$ cat src/inc/ebu_pkg.sv
// package: constants, encodings and carrier types of the emulator break event unit
package ebu_pkg;
	localparam int          ADDR_W        = 16;
	localparam int          SOFT_BP_NUM   = 8;
	localparam int          HARD_BP_NUM   = 2;
	localparam int          TIMER_W       = 16;
	// timer count limits accepted from the host
	localparam logic [15:0] COUNT_MIN     = 16'h0002;
	localparam logic [15:0] COUNT_MAX     = 16'hFFFF;
	localparam logic [15:0] COUNT_RESET   = 16'h0002;
	// fixed time base: tick period and clock period, both in ns
	localparam int          TICK_NS       = 10_000;
	localparam int          CLK_PERIOD_NS = 4;
	localparam int          TICK_CYCLES   = TICK_NS / CLK_PERIOD_NS;
	localparam int          DIV_W         = 12;
	// cause vector bit positions
	localparam int          CAUSE_BP      = 0;
	localparam int          CAUSE_STACK   = 1;
	localparam int          CAUSE_TEVT    = 2;
	localparam int          CAUSE_TFULL   = 3;
	localparam int          CAUSE_TIMER   = 4;
	localparam int          CAUSE_W       = 5;

	typedef enum logic [1:0] {
		COMB_AND = 2'b00,
		COMB_OR  = 2'b01,
		COMB_SEQ = 2'b10
	} ebu_comb_t;

	typedef enum logic [1:0] {
		timer_off_mode      = 2'b00,
		timeout_mode        = 2'b01,
		run_elapsed_mode    = 2'b10,
		post_hit_delay_mode = 2'b11
	} ebu_tmode_t;

	typedef enum logic [1:0] {
		STEP_EV_ONE = 2'b00,
		STEP_EV_TWO = 2'b01,
		STEP_TRIG = 2'b10,
		STEP_NONE = 2'b11
	} ebu_step_t;

	// one hardware address comparator: single address or range
	typedef struct packed {
		logic              enable;
		logic              range;
		logic [ADDR_W-1:0] lo;
		logic [ADDR_W-1:0] hi;
	} ebu_hw_bp_t;

	// enables of the break sources
	typedef struct packed {
		logic bp;
		logic stack;
		logic trace_evt;
		logic trace_full;
	} ebu_src_en_t;
endpackage

$ cat src/logic/ebu_break_unit.sv
// break event unit: soft and hard breakpoints, event combination, break sources and break timer
`timescale 1ns/1ps
`default_nettype none

// Contract
// one break mode, soft or hard, host selects it, device reports it.
// soft mode halts before the instruction at a matching address executes.
// eight soft breakpoint addresses, each set or cleared independently.
// hard mode halts only after the instruction at a matching address completes.
// two hard comparators, each set or cleared independently.
// a hard condition may be an address range or external trigger.
// combined event built from two address events and one trigger event.
// AND mode fires only when every enabled component is true.
// OR mode fires when any enabled component is true.
// sequential mode fires after components occur in programmed first, second, third order.
// several break sources may be enabled; any enabled source halts.
// breakpoint source enabled halts on the combined breakpoint event.
// stack source enabled halts on stack overflow or underflow.
// trace event source enabled halts when the trace event is met.
// trace full source enabled halts when trace memory is full.
// timer off mode never adds a break condition.
// timeout mode halts if breakpoint recurs within interval, armed after first hit.
// elapsed mode halts when interval has passed since execution began.
// delay mode halts when interval has passed after the breakpoint hit.
// time base source counts ticks of a fixed ten microsecond base.
// cycle source advances once per target machine cycle.
// timer count accepted only within two to 65535.
// external trigger is synchronised before use, one clean event per change.
module ebu_break_unit #(
	parameter int ADDR_W = ebu_pkg::ADDR_W,
	parameter int NSOFT  = ebu_pkg::SOFT_BP_NUM
) (
	input  wire logic                              REF_CLK,
	input  wire logic                              RST_N,
	input  wire logic                              HARD_BREAK_SEL,
	input  wire logic [NSOFT-1:0][ADDR_W-1:0]      SOFT_BP_ADDR,
	input  wire logic [NSOFT-1:0]                  SOFT_BP_EN,
	input  wire ebu_pkg::ebu_hw_bp_t               HARD_BP_ONE,
	input  wire ebu_pkg::ebu_hw_bp_t               HARD_BP_TWO,
	input  wire logic                              TRIG_EN,
	input  wire logic                              TRIG_ACTIVE_HIGH,
	input  wire logic                              TRIG_IN,
	input  wire ebu_pkg::ebu_comb_t                COMB_MODE,
	input  wire ebu_pkg::ebu_step_t                SEQ_FIRST,
	input  wire ebu_pkg::ebu_step_t                SEQ_SECOND,
	input  wire ebu_pkg::ebu_step_t                SEQ_THIRD,
	input  wire ebu_pkg::ebu_src_en_t              SRC_EN,
	input  wire ebu_pkg::ebu_tmode_t               TIMER_MODE,
	input  wire logic                              TIMER_CYCLE_SRC,
	input  wire logic [ebu_pkg::TIMER_W-1:0]       TIMER_COUNT,
	input  wire logic                              TIMER_COUNT_WR,
	input  wire logic                              RUN_START,
	input  wire logic                              TARGET_RUN,
	input  wire logic                              FETCH_VALID,
	input  wire logic [ADDR_W-1:0]                 FETCH_ADDR,
	input  wire logic                              EXEC_DONE,
	input  wire logic [ADDR_W-1:0]                 EXEC_ADDR,
	input  wire logic                              MACHINE_CYCLE,
	input  wire logic                              STACK_OVERFLOW,
	input  wire logic                              STACK_UNDERFLOW,
	input  wire logic                              TRACE_EVENT,
	input  wire logic                              TRACE_FULL,
	output logic                                   HARD_MODE_ACTIVE,
	output logic                                   HALT_BEFORE,
	output logic                                   HALT_AFTER,
	output logic                                   HALT_REQ,
	output logic [ebu_pkg::CAUSE_W-1:0]            BREAK_CAUSE,
	output logic                                   COUNT_REJECT,
	output logic [ebu_pkg::TIMER_W-1:0]            TIMER_LIMIT
);

	// all state of the unit
	typedef struct packed {
		logic                          hard_mode;
		logic [2:0]                    trig_sync;
		logic [1:0]                    stage;
		logic                          armed;
		logic [ebu_pkg::TIMER_W-1:0]   tcount;
		logic [ebu_pkg::DIV_W-1:0]     div;
		logic [ebu_pkg::TIMER_W-1:0]   limit;
		logic                          reject;
		logic                          halt_before;
		logic                          halt_after;
		logic                          halt_req;
		logic [ebu_pkg::CAUSE_W-1:0]   cause;
	} ebu_state_t;

	ebu_state_t s;
	ebu_state_t next_s;

	logic              soft_hit;
	logic              ev_one;
	logic              ev_two;
	logic              ev_trig;
	logic [3:0]        ev_by_step;
	logic [2:0]        comp_en;
	logic [2:0]        comp_ev;
	logic              comb_and;
	logic              comb_or;
	logic              seq_fire;
	logic [1:0]        next_stage;
	ebu_pkg::ebu_step_t cur_step;
	ebu_pkg::ebu_step_t after_step;
	logic              bp_hit;
	logic              bp_direct;
	logic              tick;
	logic              div_wrap;
	logic              expired;
	logic              timer_halt;
	logic              src_halt;
	logic [ebu_pkg::CAUSE_W-1:0] cause_set;

	// soft breakpoint compare against the address about to execute
	always_comb begin
		soft_hit = 1'b0;
		for (int i = 0; i < NSOFT; i++) begin
			if (SOFT_BP_EN[i] && FETCH_ADDR == SOFT_BP_ADDR[i]) begin
				soft_hit = FETCH_VALID & ~s.hard_mode;
			end
		end
	end

	// hard comparators on the completed instruction, single address or range
	always_comb begin
		ev_one = EXEC_DONE && HARD_BP_ONE.enable && (HARD_BP_ONE.range ?
			(EXEC_ADDR >= HARD_BP_ONE.lo && EXEC_ADDR <= HARD_BP_ONE.hi) :
			(EXEC_ADDR == HARD_BP_ONE.lo));
		ev_two = EXEC_DONE && HARD_BP_TWO.enable && (HARD_BP_TWO.range ?
			(EXEC_ADDR >= HARD_BP_TWO.lo && EXEC_ADDR <= HARD_BP_TWO.hi) :
			(EXEC_ADDR == HARD_BP_TWO.lo));
	end

	// trigger: edge into the active level, taken from synchronised stages only
	assign ev_trig = TRIG_EN && (TRIG_ACTIVE_HIGH ?
		(s.trig_sync[1] & ~s.trig_sync[2]) : (~s.trig_sync[1] & s.trig_sync[2]));

	// AND / OR combination over the enabled components
	assign comp_en  = {TRIG_EN, HARD_BP_TWO.enable, HARD_BP_ONE.enable};
	assign comp_ev  = {ev_trig, ev_two, ev_one};
	assign comb_and = (comp_en != 3'b000) && ((comp_ev & comp_en) == comp_en);
	assign comb_or  = (comp_ev & comp_en) != 3'b000;
	assign ev_by_step = {1'b0, ev_trig, ev_two, ev_one};

	// sequential combination walks first, second and third step
	always_comb begin
		unique case (s.stage)
			2'd0: begin
				cur_step   = SEQ_FIRST;
				after_step = SEQ_SECOND;
			end
			2'd1: begin
				cur_step   = SEQ_SECOND;
				after_step = SEQ_THIRD;
			end
			default: begin
				cur_step   = SEQ_THIRD;
				after_step = ebu_pkg::STEP_NONE;
			end
		endcase
		seq_fire   = 1'b0;
		next_stage = s.stage;
		if (COMB_MODE == ebu_pkg::COMB_SEQ && cur_step != ebu_pkg::STEP_NONE
				&& ev_by_step[cur_step]) begin
			if (after_step == ebu_pkg::STEP_NONE) begin
				seq_fire   = 1'b1;
				next_stage = 2'd0;
			end else begin
				next_stage = s.stage + 2'd1;
			end
		end
	end

	// breakpoint event in the active mode
	always_comb begin
		if (!s.hard_mode) begin
			bp_hit = soft_hit;
		end else begin
			unique case (COMB_MODE)
				ebu_pkg::COMB_AND: bp_hit = comb_and;
				ebu_pkg::COMB_OR:  bp_hit = comb_or;
				ebu_pkg::COMB_SEQ: bp_hit = seq_fire;
				default:           bp_hit = 1'b0;
			endcase
		end
	end

	// timer tick source and expiry
	assign div_wrap = s.div == ebu_pkg::DIV_W'(ebu_pkg::TICK_CYCLES - 1);
	assign tick     = TARGET_RUN && (TIMER_CYCLE_SRC ? MACHINE_CYCLE : div_wrap);
	assign expired  = s.tcount >= s.limit;

	// timer break decision per mode
	always_comb begin
		timer_halt = 1'b0;
		bp_direct  = bp_hit;
		unique case (TIMER_MODE)
			ebu_pkg::timer_off_mode: begin
				timer_halt = 1'b0;
			end
			ebu_pkg::timeout_mode: begin
				bp_direct  = 1'b0;
				timer_halt = bp_hit && s.armed && !expired;
			end
			ebu_pkg::run_elapsed_mode: begin
				timer_halt = s.armed && expired;
			end
			ebu_pkg::post_hit_delay_mode: begin
				bp_direct  = 1'b0;
				timer_halt = s.armed && expired;
			end
		endcase
	end

	// break sources gathered into cause bits
	always_comb begin
		cause_set                       = '0;
		cause_set[ebu_pkg::CAUSE_BP]    = SRC_EN.bp & bp_direct;
		cause_set[ebu_pkg::CAUSE_STACK] = SRC_EN.stack & (STACK_OVERFLOW | STACK_UNDERFLOW);
		cause_set[ebu_pkg::CAUSE_TEVT]  = SRC_EN.trace_evt & TRACE_EVENT;
		cause_set[ebu_pkg::CAUSE_TFULL] = SRC_EN.trace_full & TRACE_FULL;
		cause_set[ebu_pkg::CAUSE_TIMER] = timer_halt;
		src_halt                        = cause_set != '0;
	end

	// next state
	always_comb begin
		next_s           = s;
		next_s.hard_mode = HARD_BREAK_SEL;
		next_s.trig_sync = {s.trig_sync[1:0], TRIG_IN};
		next_s.stage     = RUN_START ? 2'd0 : next_stage;
		next_s.div       = (div_wrap || !TARGET_RUN) ? '0 : s.div + 1'b1;

		// host count write, out-of-range values refused
		if (TIMER_COUNT_WR) begin
			if (TIMER_COUNT >= ebu_pkg::COUNT_MIN && TIMER_COUNT <= ebu_pkg::COUNT_MAX) begin
				next_s.limit  = TIMER_COUNT;
				next_s.reject = 1'b0;
			end else begin
				next_s.reject = 1'b1;
			end
		end

		// timer counter: saturating, restarted by the arming event
		if (tick && !expired) begin
			next_s.tcount = s.tcount + 1'b1;
		end
		unique case (TIMER_MODE)
			ebu_pkg::timer_off_mode: begin
				next_s.armed = 1'b0;
			end
			ebu_pkg::run_elapsed_mode: begin
				if (RUN_START) begin
					next_s.armed  = 1'b1;
					next_s.tcount = '0;
				end else if (timer_halt) begin
					next_s.armed = 1'b0;
				end
			end
			ebu_pkg::timeout_mode: begin
				if (RUN_START) begin
					next_s.armed = 1'b0;
				end else if (bp_hit) begin
					next_s.armed  = 1'b1;
					next_s.tcount = '0;
				end
			end
			ebu_pkg::post_hit_delay_mode: begin
				if (RUN_START || timer_halt) begin
					next_s.armed = 1'b0;
				end else if (bp_hit && !s.armed) begin
					next_s.armed  = 1'b1;
					next_s.tcount = '0;
				end
			end
		endcase

		// halt outputs: soft break stops before, all others after unless a soft break comes in the same cycle
		next_s.halt_before = src_halt && !s.hard_mode && cause_set[ebu_pkg::CAUSE_BP];
		next_s.halt_after  = src_halt && !next_s.halt_before;
		// sticky request and cause, a new break wins over the restart
		next_s.cause    = (RUN_START ? '0 : s.cause) | cause_set;
		next_s.halt_req = (RUN_START ? 1'b0 : s.halt_req) | src_halt;
	end

	// state register
	always_ff @(posedge REF_CLK or negedge RST_N) begin
		if (!RST_N) begin
			s       <= '0;
			s.limit <= ebu_pkg::COUNT_RESET;
		end else begin
			s <= next_s;
		end
	end

	// outputs straight from the state register
	assign HARD_MODE_ACTIVE = s.hard_mode;
	assign HALT_BEFORE      = s.halt_before;
	assign HALT_AFTER       = s.halt_after;
	assign HALT_REQ         = s.halt_req;
	assign BREAK_CAUSE      = s.cause;
	assign COUNT_REJECT     = s.reject;
	assign TIMER_LIMIT      = s.limit;

endmodule
`default_nettype wire

$ cat config.mk
export PLATFORM = sky130hd
export DESIGN_NAME = ebu_break_unit
export DESIGN_NICKNAME = d
export VERILOG_FILES = /design/src/inc/ebu_pkg.sv /design/src/logic/ebu_break_unit.sv
export SDC_FILE = /design/constraint.sdc
export NUM_CORES = 1
export LEC_CHECK = 0
export BUFFER_PORTS_ARGS = -buffer_cell sky130_fd_sc_hd__buf_2
export CAP_MARGIN = 30
export CORE_MARGIN = 3
export CORE_UTILIZATION = 30
export DETAILED_ROUTE_END_ITERATION = 10
export GPL_ROUTABILITY_DRIVEN = 1
export SLEW_MARGIN = 20
export SYNTH_ARGS = -nofsm -noshare
export SYNTH_HDL_FRONTEND = slang
export SYNTH_SLANG_ARGS = --single-unit
$ cat constraint.sdc
create_clock -name REF_CLK -period 3.6 [get_ports REF_CLK]
set_input_delay 0.72 -clock REF_CLK [delete_from_list [all_inputs] [get_ports REF_CLK]]
set_output_delay 0.72 -clock REF_CLK [all_outputs]
set_load 0.01 [all_outputs]
Yosys cells after proc, flatten, opt, wreduce, memory -nomap -nowiden:

Index checks and enable logic that the tools add are counted.
Widths: inputs -> output; s select.

* flip-flop bits (word level): 60
* bits of input ports: 283

* bitwise logic cells: 14
* mux-type cells: 41
* reduce and logical (&&, ||, !) cells: 46
* add/subtract/negate cells: 3
* magnitude comparators: 8
* equal/unequal tests: 23

Operators by type and width (count)
* $eq 16x16->1: 10
* $mux 16: 4
* $ge 16x16->1: 3
* $pmux 16 s3: 1
* $mux 17: 2
* $le 16x16->1: 2
* $logic_and 1x1->1: 28
* $mux 1: 23
* $add 16x1->16 const B: 1
* $ge 16x2->1 const B: 1
* $le 16x16->1 const B: 1
* $add 12x1->12 const B: 1
* $eq 12x12->1 const B: 1
* $mux 12: 1
* $ne 3x3->1 const B: 3
* $eq 2x2->1 const B: 4
* $pmux 2 s2: 2
* $and 1x1->1: 7
* $eq 2x1->1 const B: 3
* $logic_not 2->1: 3
* $mux 2: 3
* $pmux 1 s3: 2
* $reduce_bool 3->1: 2
* $logic_not 1->1: 5
* other kinds (17): 22

Logic depth before layout (Yosys ltp):

* depth after elaboration: 19
* depth in mapped cells: 11
* depth with buffers taken out: 10

Worst setup path before layout:

No wires, ideal clock.

* kind: input to register
* start: input HARD_BP_ONE[15] (netlist name)
* end: register s[40] (netlist name)
* stages on the path: 11
* required time: 3.457 ns
* buffers on the path: 1
* setup slack: 0.671 ns
* arrival time: 2.786 ns
* path through: inv_1 ha_1 nand4_1 or4_1 a21o_1 o41ai_2 a21boi_1 o32a_1 o21ai_2 buf_2 a211oi_1

RTL lines
* start: declaration: RTL line ebu_break_unit.sv:38 `input wire ebu_pkg::ebu_hw_bp_t HARD_BP_ONE,`
* end signal: assignment: RTL line ebu_break_unit.sv:291 `s <= next_s;`
* end: declaration: RTL line ebu_break_unit.sv:88 `ebu_state_t s;`

==> flow_summary.yaml <==
sta:
  skew_ps: 4.97
  setup_viol: 0
  rsz0062_at_grt: "false"
  timing.fmax_mhz: 329
  tns_ps: 0
  drv_slew: 0
  final.min_clock_period_ps: 3040
  slew_headroom_pct: 47.3
  hold_violations: 0
  fin_crit_sh_pct: 84.3
  worst_pin_slew_ps: 780
final_layout:
  layout_common_cells: "buf_2 (308), xor2_1 (146), inv_1 (97)"
  layout.nets: 1502
  fillers: 2409
  drive_gt1_share_pct: 30.3
  layout-area-overhead-vs-synth_pct: 29.0
  fin_cells: 1453
  diodes: 0
  layout_commonest_cell: "buf_2"
synth:
  ys.flop_type: "dfrtp_1"
  ys_seq_area_share_pct: 21.3
  ys_seq_elements: 60
  syn_area_per_cell_um2: 8.27
  async_flop_share_pct: 100
  yosys_warnings: 0
  netlist_area_um2: 7050
  synth_cells: 852
  synth_nets: 1219
  ys_types: 60
  synth-edff-count: 0
route:
  route.detailed.drc: 0
  via_per_inst: 4.98
  post_drt_wl_per_cell_um: 17.7
  totalWireLength_um: 25700
  drt_pass1_iterations: 5
  drt-initial-drc-count: 517
  ant_nets: 0
  dr_total_vias: 7230
global_route:
  antenna_found_initial: 2
  track_usage_pct: 19.5
  grt_pass1_vias: 7145
  grt_overflow_total: 0
  grt_max_degree: 61
  grt_pass1_wl_um: 39800
die:
  die-area_um2: 25400
  ios: 309
  std_cell_rows: 55
  initial_core_util_pct: 30.8
  coreArea_um2: 22800
  fp.dieW_um: 159
  die_h_um: 159
worst_setup_path:
  crit_path_top_delay_cell: "nor4_1"
  path_buf_inv: 2
  r2r_slack_ps: 660
  critPathRequiredTime_ps: 3870
  end_kind: "register"
  path_cells: "buf_2 -> ha_1 -> nand4_1 -> nor4_1 -> o31ai_1 -> a31oi_1 -> a21boi_1 -> o32a_1 -> o21ai_2 -> buf_12 -> a41o_1"
  setup.worst_path.start_class: "input pin"
  cp_data_arrival_time_ps: 3300
  crit_type: "in2reg"
  critPathTopFamily: "compound AO/OA/AOI/OAI gates"
  cp_slowest_stage_delay_ps: 500
  critPathMaxFanout: 20
flow_run:
  cap_viol_max_count: 0
worst_hold_path:
  hold_class: "reg2reg"
place:
  dp_cells: 1436
  place_congestion: 0.952
  dp_hpwl_um: 21800
  io_buffers: 308
cts:
  clk_pin_slew_ps: 60
  clock_path_buffers: 2
  root_buffer: "clkbuf_16"
  cts_max_level: 3
  postCtsSetupRepairBufs: 0
  clock_sinks: 60
  cts_tree: "built"
  hold_buffers: 0
  cts_buffers: 9
  cts_resized: 0
  clk_latency_ps: 330
pwr:
  p_per_area_nw_per_um2: 272
  max-vdd-ir-drop_v: 0.000277
  p_leak_nw: 4.68
outcome:
  outcome: "completed"
[synth_stat cells, types with 11 or more instances]
cell type / count / area share [%]
and3_1: 14 / 1.2
xor2_1: 146 / 18
inv_1: 97 / 5.2
a211oi_1: 18 / 1.9
nand3_1: 33 / 2.3
nor4_1: 49 / 4.4
nor2_1: 27 / 1.4
nor3_1: 18 / 1.3
o21ai_0: 34 / 2.4
nand2b_1: 11 / 0.98
nand2_1: 49 / 2.6
buf_2: 15 / 1.1
dfrtp_1: 59 / 21
nand4_1: 24 / 2.1
a21oi_1: 32 / 2.3
ha_1: 84 / 15
buf_4: 24 / 2.6
a21o_1: 13 / 1.4
[routing by layer]
| metal | track usage [%] | share of wire (%) |
|---|---|---|
| met1 | 26.2 | 44 |
| met2 | 33.0 | 48 |
| met3 | 4.03 | 7.5 |
| met4 | 3.10 | 0.82 |
| met5 | 0 | 0.12 |
[logic make-up (layout without fill, tap and decap cells)]
kind of cell / Yosys count / count (layout) / synth area share, %
compound gates: 150 / 150 / 15.1
xor+xnor: 153 / 153 / 19.0
fa+ha+maj: 84 / 84 / 14.9
buf+inv: 142 / 430 / 9.22
flops: 60 / 60 / 21.3
mux: 4 / 4 / 0.604
simple gates: 259 / 259 / 19.8
[power by group]
| part | internal, W | switching, W |
|---|---|---|
| Clock | 0.000605 | 0.000316 |
| Combinational | 0.000348 | 0.000459 |
| Sequential | 0.000715 | 0.0000313 |
[through the flow]
step	utilization [%]	power, W	worst slack (ps)	hold WS [ps]	cell area [um2]
after floorplan	-	0.00122	671	331	7050
after global placement	38.4	0.00155	200	374	8770
after detailed placement	38.4	0.00156	166	379	8770
after CTS	39.8	0.00250	484	391	9080
after global routing	39.8	0.00264	215	399	9090
final	39.8	0.00247	564	393	9090
[flip-flops by register name (all words and copies together), names as in the netlist, 2 cells and up]
signal       cells
BREAK_CAUSE      5
TIMER_LIMIT     16
next_s           2
s               32
[cell type report]
class | instances | area (um2) | area share, %
Multi-Input combinational cell | 650 | 4890 | 53.8
Timing Repair Buffer | 317 | 1620 | 17.8
Sequential cell | 60 | 1500 | 16.5
Tap cell | 313 | 392 | 4.31
Inverter | 97 | 364 | 4.01
Clock buffer | 10 | 229 | 2.52
Clock inverter | 6 | 88.8 | 0.977
[worst paths after layout]
path                                            from                        to  cells past startpoint
worst max register to register       s[41]$_DFF_PN0_           s[49]$_DFF_PN0_                      9
worst min register to register  next_s[57]$_DFF_PN0_      next_s[58]$_DFF_PN0_                      0
min in group asynchronous                      RST_N           s[33]$_DFF_PN0_                      2
max in group asynchronous                      RST_N     HALT_BEFORE$_DFF_PN0_                      2
worst min-delay path            next_s[57]$_DFF_PN0_      next_s[58]$_DFF_PN0_                      0
worst max-delay path                   EXEC_ADDR[11]  BREAK_CAUSE[4]$_DFF_PN0_                     11
No activity file was read; power rests on OpenSTA's default activity.
